$ cat src/rtl/hib_consts.vh
// constants for the harmonic inrush blocking block
`ifndef HIB_CONSTS_VH
`define HIB_CONSTS_VH
`define HIB_MAG_W 16
`define HIB_NSTAGE 10
`define HIB_MODE_CONT 2'h1
`define HIB_MODE_CLOSE 2'h2
`define HIB_TRIP_MODE_HB 2'h3
`define HIB_RATIO_MIN 7'h0A
`define HIB_RATIO_MAX 7'h32
`define HIB_RATIO_RST 7'h0F
`define HIB_INHIBIT_MAX_S 200
`define HIB_CLK_HZ 250000000
`define HIB_MS_DIV 250000
`define HIB_MS_RELOAD 18'h3D08F
`define HIB_INHIBIT_MAX_MS 18'h30D40
`define HIB_ADDR_CTRL 4'h0
`define HIB_ADDR_RATIO 4'h1
`define HIB_ADDR_INHIBIT 4'h2
`define HIB_ADDR_WINDOW 4'h3
`define HIB_ADDR_NOMINAL 4'h4
`define HIB_ADDR_TRIPMODE 4'h5
`define HIB_ADDR_STATUS 4'h6
`define HIB_ADDR_IRQ_STAT 4'h7
`define HIB_ADDR_IRQ_CLR 4'h8
`define HIB_ADDR_IRQ_EN 4'h9
`define HIB_IRQ_DET 0
`define HIB_IRQ_BLK_ON 1
`define HIB_IRQ_BLK_OFF 2
`define HIB_IRQ_W 3
`endif

$ cat src/rtl/hib_top.v
// harmonic inrush blocking: detection, mode timing, stage blocking, registers
//
// Notes on behaviour
// per phase, flag inrush when second harmonic ratio strictly exceeds threshold
// threshold settable ten to fifty percent in one percent steps
// detection only when fundamental is at least 0.2 nominal; no upper limit
// mode 1 continuous detection, mode 2 armed only after breaker close
// continuous mode starts minimum inhibit timer on detection, 0 to 200 s
// inrush ending early keeps stages blocked until inhibit timer expires
// inrush outlasting inhibit timer keeps blocking while inrush persists
// close mode blocks after own close command while window runs and inrush
// close mode also applies the minimum inhibit timer
// blocking not phase selective; any phase blocks all three
// stage blocked only when its trip mode equals 3
// selected stage starts are reset while blocking is asserted
// configurer should leave high set stage unselected in transformer use
// ratio evaluated once per upstream measurement update
`timescale 1ns/1ns
`include "hib_consts.vh"
module hib_top (
    clk,
    reset,
    meas_valid,
    phase_a_current,
    phase_b_current,
    phase_c_current,
    phase_a_h2,
    phase_b_h2,
    phase_c_h2,
    close_cmd,
    stage_start_in,
    stage_start_out,
    inrush_block,
    phase_inrush,
    irq,
    reg_addr,
    reg_wdata,
    reg_wr,
    reg_rd,
    reg_rdata
);
    input wire clk;
    input wire reset;
    input wire meas_valid;
    input wire [15:0] phase_a_current;
    input wire [15:0] phase_b_current;
    input wire [15:0] phase_c_current;
    input wire [15:0] phase_a_h2;
    input wire [15:0] phase_b_h2;
    input wire [15:0] phase_c_h2;
    input wire close_cmd;
    input wire [9:0] stage_start_in;
    output reg [9:0] stage_start_out;
    output reg inrush_block;
    output reg [2:0] phase_inrush;
    output reg irq;
    input wire [3:0] reg_addr;
    input wire [31:0] reg_wdata;
    input wire reg_wr;
    input wire reg_rd;
    output reg [31:0] reg_rdata;

    // settings and interrupt status
    reg [1:0] mode_q;
    reg [6:0] ratio_q;
    reg [17:0] inhibit_ms_q;
    reg [17:0] window_ms_q;
    reg [15:0] nominal_q;
    reg [19:0] trip_mode_q;
    reg [2:0] irq_stat_q;
    reg [2:0] irq_en_q;

    wire [15:0] fund [0:2];
    wire [15:0] harm [0:2];
    assign fund[0] = phase_a_current;
    assign fund[1] = phase_b_current;
    assign fund[2] = phase_c_current;
    assign harm[0] = phase_a_h2;
    assign harm[1] = phase_b_h2;
    assign harm[2] = phase_c_h2;

    // 0.2 In compare done as 5*fund >= nominal to avoid a divider
    wire [2:0] det_d;
    genvar g;
    generate
        for (g = 0; g < 3; g = g + 1) begin : g_phase
            wire [18:0] fund_x5;
            wire [18:0] nom_x1;
            wire [22:0] h2_x100;
            wire [22:0] thr_prod;
            assign fund_x5 = {3'h0, fund[g]} + {1'b0, fund[g], 2'h0};
            assign nom_x1 = {3'h0, nominal_q};
            assign h2_x100 = {1'b0, harm[g], 6'h00} + {2'h0, harm[g], 5'h00}
                + {5'h00, harm[g], 2'h0};
            assign thr_prod = fund[g] * ratio_q;
            assign det_d[g] = (fund_x5 >= nom_x1) && (h2_x100 > thr_prod);
        end
    endgenerate

    // ratio only re-evaluated on a fresh measurement
    always @(posedge clk or posedge reset) begin
        if (reset) begin
            phase_inrush <= 3'h0;
        end else if (meas_valid) begin
            phase_inrush <= det_d;
        end
    end

    wire any_inrush = |phase_inrush;

    // millisecond tick prescaler
    reg [17:0] pre_q;
    wire tick_ms = (pre_q == 18'h00000);
    always @(posedge clk or posedge reset) begin
        if (reset) begin
            pre_q <= 18'h00000;
        end else if (tick_ms) begin
            // reload is one less than the divider so a tick lands every 1 ms
            pre_q <= `HIB_MS_RELOAD;
        end else begin
            pre_q <= pre_q - 18'h00001;
        end
    end

    // inhibit timer restarts on each rising inrush edge while armed
    reg inrush_prev_q;
    always @(posedge clk or posedge reset) begin
        if (reset) begin
            inrush_prev_q <= 1'b0;
        end else begin
            inrush_prev_q <= any_inrush;
        end
    end
    wire inrush_rise = any_inrush && !inrush_prev_q;
    wire mode_cont = (mode_q == `HIB_MODE_CONT);
    wire mode_close = (mode_q == `HIB_MODE_CLOSE);
    wire window_run;
    wire inhibit_run;
    wire armed = mode_cont || (mode_close && window_run);
    wire inhibit_load = inrush_rise && armed;

    hib_ms_timer u_inhibit (
        .clk(clk),
        .reset(reset),
        .tick_ms(tick_ms),
        .load(inhibit_load),
        .load_ms(inhibit_ms_q),
        .running(inhibit_run)
    );

    hib_ms_timer u_window (
        .clk(clk),
        .reset(reset),
        .tick_ms(tick_ms),
        .load(close_cmd && mode_close),
        .load_ms(window_ms_q),
        .running(window_run)
    );

    // early end held by timer; long inrush held by the condition itself
    wire block_d = (any_inrush && armed) || inhibit_run;

    wire [9:0] sel;
    generate
        for (g = 0; g < 10; g = g + 1) begin : g_stage
            assign sel[g] = (trip_mode_q[2*g+1:2*g] == `HIB_TRIP_MODE_HB);
        end
    endgenerate

    always @(posedge clk or posedge reset) begin
        if (reset) begin
            inrush_block <= 1'b0;
            stage_start_out <= 10'h000;
        end else begin
            inrush_block <= block_d;
            stage_start_out <= block_d ? (stage_start_in & ~sel) : stage_start_in;
        end
    end

    // interrupts: set wins over clear
    wire [2:0] ev = {inrush_block && !block_d, !inrush_block && block_d, inrush_rise};
    wire [2:0] clr = (reg_wr && reg_addr == `HIB_ADDR_IRQ_CLR) ? reg_wdata[2:0] : 3'h0;
    always @(posedge clk or posedge reset) begin
        if (reset) begin
            irq_stat_q <= 3'h0;
            irq <= 1'b0;
        end else begin
            irq_stat_q <= (irq_stat_q & ~clr) | ev;
            irq <= |(((irq_stat_q & ~clr) | ev) & irq_en_q);
        end
    end

    // register writes; out-of-range ratio is refused, leaving the old value
    always @(posedge clk or posedge reset) begin
        if (reset) begin
            mode_q <= `HIB_MODE_CONT;
            ratio_q <= `HIB_RATIO_RST;
            inhibit_ms_q <= 18'h00000;
            window_ms_q <= 18'h00000;
            nominal_q <= 16'h0000;
            trip_mode_q <= 20'h00000;
            irq_en_q <= 3'h0;
        end else if (reg_wr) begin
            case (reg_addr)
                `HIB_ADDR_CTRL: begin
                    if (reg_wdata[1:0] == `HIB_MODE_CONT || reg_wdata[1:0] == `HIB_MODE_CLOSE) begin
                        mode_q <= reg_wdata[1:0];
                    end
                end
                `HIB_ADDR_RATIO: begin
                    if (reg_wdata[31:7] == 25'h0 && reg_wdata[6:0] >= `HIB_RATIO_MIN
                        && reg_wdata[6:0] <= `HIB_RATIO_MAX) begin
                        ratio_q <= reg_wdata[6:0];
                    end
                end
                `HIB_ADDR_INHIBIT: begin
                    if (reg_wdata[31:18] == 14'h0 && reg_wdata[17:0] <= `HIB_INHIBIT_MAX_MS) begin
                        inhibit_ms_q <= reg_wdata[17:0];
                    end
                end
                `HIB_ADDR_WINDOW: window_ms_q <= reg_wdata[17:0];
                `HIB_ADDR_NOMINAL: nominal_q <= reg_wdata[15:0];
                `HIB_ADDR_TRIPMODE: trip_mode_q <= reg_wdata[19:0];
                `HIB_ADDR_IRQ_EN: irq_en_q <= reg_wdata[2:0];
                default: begin
                end
            endcase
        end
    end

    always @(posedge clk or posedge reset) begin
        if (reset) begin
            reg_rdata <= 32'h00000000;
        end else if (reg_rd) begin
            case (reg_addr)
                `HIB_ADDR_CTRL: reg_rdata <= {30'h0, mode_q};
                `HIB_ADDR_RATIO: reg_rdata <= {25'h0, ratio_q};
                `HIB_ADDR_INHIBIT: reg_rdata <= {14'h0, inhibit_ms_q};
                `HIB_ADDR_WINDOW: reg_rdata <= {14'h0, window_ms_q};
                `HIB_ADDR_NOMINAL: reg_rdata <= {16'h0, nominal_q};
                `HIB_ADDR_TRIPMODE: reg_rdata <= {12'h0, trip_mode_q};
                `HIB_ADDR_STATUS: reg_rdata <= {26'h0, window_run, inhibit_run,
                    inrush_block, phase_inrush};
                `HIB_ADDR_IRQ_STAT: reg_rdata <= {29'h0, irq_stat_q};
                `HIB_ADDR_IRQ_EN: reg_rdata <= {29'h0, irq_en_q};
                default: reg_rdata <= 32'h00000000;
            endcase
        end else begin
            reg_rdata <= 32'h00000000;
        end
    end
endmodule

$ cat src/rtl/hib_ms_timer.v
// millisecond down-counter timer used for inhibit and close window
`timescale 1ns/1ns
`include "hib_consts.vh"
module hib_ms_timer (
    clk,
    reset,
    tick_ms,
    load,
    load_ms,
    running
);
    input wire clk;
    input wire reset;
    input wire tick_ms;
    input wire load;
    input wire [17:0] load_ms;
    output reg running;

    reg [17:0] cnt_q;

    always @(posedge clk or posedge reset) begin
        if (reset) begin
            cnt_q <= 18'h00000;
            running <= 1'b0;
        end else if (load) begin
            cnt_q <= load_ms;
            running <= (load_ms != 18'h00000);
        end else if (tick_ms && running) begin
            cnt_q <= cnt_q - 18'h00001;
            running <= (cnt_q != 18'h00001);
        end
    end
endmodule

$ cat config.mk
export PLATFORM = sky130hd
export DESIGN_NAME = hib_top
export DESIGN_NICKNAME = d
export VERILOG_FILES = /design/src/rtl/hib_top.v /design/src/rtl/hib_ms_timer.v
export VERILOG_INCLUDE_DIRS = /design/src /design/src/rtl
export SDC_FILE = /design/constraint.sdc
export NUM_CORES = 1
export LEC_CHECK = 0
export BUFFER_PORTS_ARGS = -buffer_cell sky130_fd_sc_hd__buf_2
export CAP_MARGIN = 10
export CORE_UTILIZATION = 40
export DETAILED_ROUTE_END_ITERATION = 6
export GPL_TIMING_DRIVEN = 0
export PLACE_DENSITY = 0.7
export SLEW_MARGIN = 10
export SYNTH_ARGS = -nofsm -noshare
export SYNTH_HDL_FRONTEND = slang
export SYNTH_SLANG_ARGS = --single-unit
export TNS_END_PERCENT = 100
$ cat constraint.sdc
create_clock -name clk -period 5.9 [get_ports clk]
set_clock_uncertainty 0.05 [all_clocks]
set_input_delay 0 -clock clk [delete_from_list [all_inputs] [get_ports clk]]
set_output_delay 0 -clock clk [all_outputs]
set_load 0.1 [all_outputs]
==> run summary <==
GRT
* 111,200 um — wire length of the first global-routing pass
* 21.52% — global-route total usage across every layer
* 21,728 — number of global-route vias before repair
* 0 — GRT overflow
* 16 — antenna violations before repair
* 120 — maximum number of pins on one net before global-route repair

Drt
* 1,110 — drt initial violations
* 5 — drt pass-1 iters
* 17.25 um — WL per Instance
* 0 — DRC violation count after routing
* 21,290 — total via count after detailed routing
* 0 — number of antenna-violating nets in the routed design
* 68,630 um — Total Wirelength
* 5.352 — routed vias/inst

Floorplan
* 92 — row count
* 64,960 sq um — Die Outline Area
* 254.9 um — die width
* 195 — Boundary Pins
* 40.55% — Initial Utilization
* 63,080 sq um — area of the core region
* 254.9 um — chip height

STA
* -1.321 ns — final-layout setup total negative slack
* 109.2% — fraction of the cycle the final worst path needs
* 3 — total of endpoints with negative setup slack in the final report
* 0.8710 ns — slew at the pin closest to its max-slew limit
* 41.55% — worst-case headroom to the max-slew limit
* yes — RSZ-0062 raised after global routing
* 155.2 MHz — Peak Freq
* 0 — final number of hold-violating endpoints
* -0.5424 ns — Final WS setup
* 6.442 ns — minimum clock period
* 0 — final max-slew violation count

Finish
* 17.53% — Area Growth Syn to Fin
* 17.36% — fraction of layout cells with a size suffix above 1
* 3,978 — non-filler cells in the finished layout
* 5,955 — final-layout fill cell count
* sky130_fd_sc_hd__ha_1 — most common library cell in the layout ignoring fill and taps
* 3,853 — final-stage net count
* 4489 sq um — Reg area
* 30,060 sq um — Non-Filler Cell Area, Final
* sky130_fd_sc_hd__ha_1, sky130_fd_sc_hd__inv_1, sky130_fd_sc_hd__fa_1 — top library cells by usage in the layout, fill and taps aside
* 20,360 sq um — footprint of the multi-input gates
* 47.65% — end-of-flow core utilization

Critical path
* 6.76 ns — arrival time reported for the critical path endpoint
* reg -> reg — CP Class
* 6.21 ns — required arrival time at the worst endpoint
* 5 — largest driver fanout on the critical path
* flip-flop — Startpoint Class
* flip-flop — Crit. End Element

Status
* complete, but fails checks — outcome
* setup timing — failing checks

Placement
* 27,680 sq um — standard cell area after detailed placement
* 0.8935 — global placer's final weighted congestion
* 54,180 um — HPWL after detailed placement
* 179 — Port Buf Inserts
* 3,837 — dpl cells
* -1.435 ns — dpl ws

Clock network
* 179 — number of clock sinks
* 0.07 ns — clock transition at the register clock pins on the worst setup and hold paths after CTS
* 0.44 ns — clock insertion delay at the later pin of the skew report
* 17 — CTS buffer count
* sky130_fd_sc_hd__clkbuf_16 — clock root buffer
* 4 — deepest level of the CTS H-tree
* 2 — CTS Buffer Depth
* built — clock tree from TritonCTS

Pwr
* 0.2053 mV — worst-case vdd ir drop
* 163.6 nW/um^2 — Pwr Density
* 14.79 nW — Static Leakage

Yosys
* 25,580 sq um — post-synthesis instance area
* 0 — YS warnings
* 9.138 sq um — Avg Synthesized Cell Area
* 73 — Distinct cells, synth
* 2,799 — synthesized instance count
* 17.54% — share of synthesized area occupied by flip-flops and latches
* 100.0% — fraction of registers with async set or reset after synthesis
* 179 — number of synthesized register bits
* sky130_fd_sc_hd__dfrtp_1 — Most used DFF post-synth
* 0 — Post-synth EDFFs

Flow run
* 0 — max capacitance violation total

Min path
* in -> reg — Hold/Removal Path Class

==> metal layers <==
layer / vias to the layer above / track usage, % / share of wire [%]
li1: 10175 / - / -
met1: 10395 / 27.59 / 43
met2: 559 / 36.33 / 48
met3: 141 / 3.875 / 5.6
met4: 20 / 7.425 / 3.3
met5: - / 0 / 0.18
==> synthesized netlist by cell type, types with 69 or more instances <==
cell type	n	share of area [%]
sky130_fd_sc_hd__nor2_1	132	1.9
sky130_fd_sc_hd__mux2_2	81	3.6
sky130_fd_sc_hd__and2_1	235	5.7
sky130_fd_sc_hd__o21ai_0	109	2.1
sky130_fd_sc_hd__xnor2_1	97	3.3
sky130_fd_sc_hd__inv_1	294	4.3
sky130_fd_sc_hd__clkbuf_1	69	1.0
sky130_fd_sc_hd__ha_1	342	17
sky130_fd_sc_hd__a21o_1	86	2.5
sky130_fd_sc_hd__dfrtp_1	174	17
sky130_fd_sc_hd__xor2_1	76	2.6
sky130_fd_sc_hd__fa_1	249	19
sky130_fd_sc_hd__a21oi_1	136	2.7
sky130_fd_sc_hd__nand2_1	237	3.5
==> cell type report <==
type                            count  share of cell area, %
Sequential cell                   179                  14.93
Timing Repair Buffer              287                  6.135
Buffer                             81                  2.081
Antenna cell                        5                0.04162
Inverter                          294                  3.696
Multi-Input combinational cell   2254                  67.72
Tap cell                          846                  3.521
Clock buffer                       21                  1.565
Clock inverter                     11                 0.3038
==> state kept, by name (all words and copies together), names as in the netlist, 2 cells and up <==
signal,cells
reg_rdata,20
trip_mode_q,20
inhibit_ms_q,18
pre_q,18
u_inhibit.cnt_q,18
u_window.cnt_q,18
window_ms_q,18
nominal_q,16
stage_start_out,10
ratio_q,7
irq_en_q,3
irq_stat_q,3
phase_inrush,3
mode_q,2
==> through the flow <==
stage / hold slack [ns] / power [W]
after global placement: 0.1720 / 0.003724
after floorplan: 0.05338 / 0.003177
after detailed placement: 0.008595 / 0.003767
after global routing: 0.05268 / 0.005264
after CTS: 0.01511 / 0.004893
final: 0.01907 / 0.004919
==> worst max-delay path: stages (launching register included) <==
cell and delay, ns:
sky130_fd_sc_hd__dfstp_2 0.68, sky130_fd_sc_hd__buf_8 0.15, sky130_fd_sc_hd__buf_4 0.11, sky130_fd_sc_hd__and2_4 0.13, sky130_fd_sc_hd__fa_1 0.43, sky130_fd_sc_hd__fa_1 0.50
sky130_fd_sc_hd__fa_1 0.51, sky130_fd_sc_hd__inv_1 0.05, sky130_fd_sc_hd__fa_1 0.53, sky130_fd_sc_hd__inv_1 0.06, sky130_fd_sc_hd__ha_4 0.23, sky130_fd_sc_hd__a2111oi_4 0.31
sky130_fd_sc_hd__a21o_1 0.21, sky130_fd_sc_hd__a21oi_1 0.07, sky130_fd_sc_hd__or2_2 0.29, sky130_fd_sc_hd__a21o_1 0.17, sky130_fd_sc_hd__a21oi_2 0.12, sky130_fd_sc_hd__xor2_1 0.08
sky130_fd_sc_hd__ha_1 0.32, sky130_fd_sc_hd__nand4_1 0.16, sky130_fd_sc_hd__nor2_2 0.23, sky130_fd_sc_hd__nand3_2 0.12, sky130_fd_sc_hd__o221ai_2 0.19, sky130_fd_sc_hd__a21oi_2 0.09
sky130_fd_sc_hd__nor3b_4 0.30, sky130_fd_sc_hd__o32a_1 0.25
==> kinds of logic (layout without fill, tap and decap cells) <==
logic type / count (synthesis) / in the layout / synth area share [%]
and+or+nand+nor: 866 / 866 / 17.49
adders and majority gates: 591 / 591 / 36.22
AOI/OAI and AO/OA: 523 / 523 / 13.17
buffers and inverters: 377 / 694 / 5.709
DFF: 179 / 179 / 17.54
xor gates and xnor gates: 173 / 173 / 5.924
muxes: 89 / 89 / 3.928
other: 1 / 17 / 0.01466
==> report_power, final <==
group / switching (W) / total, W / internal [W]
combinational: 0.00130 / 0.00221 / 0.000908
clock: 0.000508 / 0.00109 / 0.000581
sequential: 0.000205 / 0.00162 / 0.00142
total: 0.00201 / 0.00492 / 0.00291
==> what timing repair did <==
action	CTS	global route
setup endpoints to repair	3	3
buffers inserted	49	24
hold buffers	33	0
pin swaps	81	81
endpoints found under the hold margin	138	0
gates resized for setup	158	57
==> worst paths after layout <==
check / startpoint / to / slack (ns) / cells after the start
worst min-delay path: phase_b_current[14] / phase_inrush[1] / 0.02 / 4
worst max-delay path: ratio_q[1] / phase_inrush[2] / -0.54 / 25
min in group asynchronous: reset / reg_rdata[2] / 0.09 / 3
max in group asynchronous: reset / u_inhibit.cnt_q[9] / 4.79 / 4
worst min register to register: trip_mode_q[19] / stage_start_out[9] / 0.43 / 1
worst max register to register: ratio_q[1] / phase_inrush[2] / -0.54 / 25
Note: power is estimated with default switching activity, not from simulation.
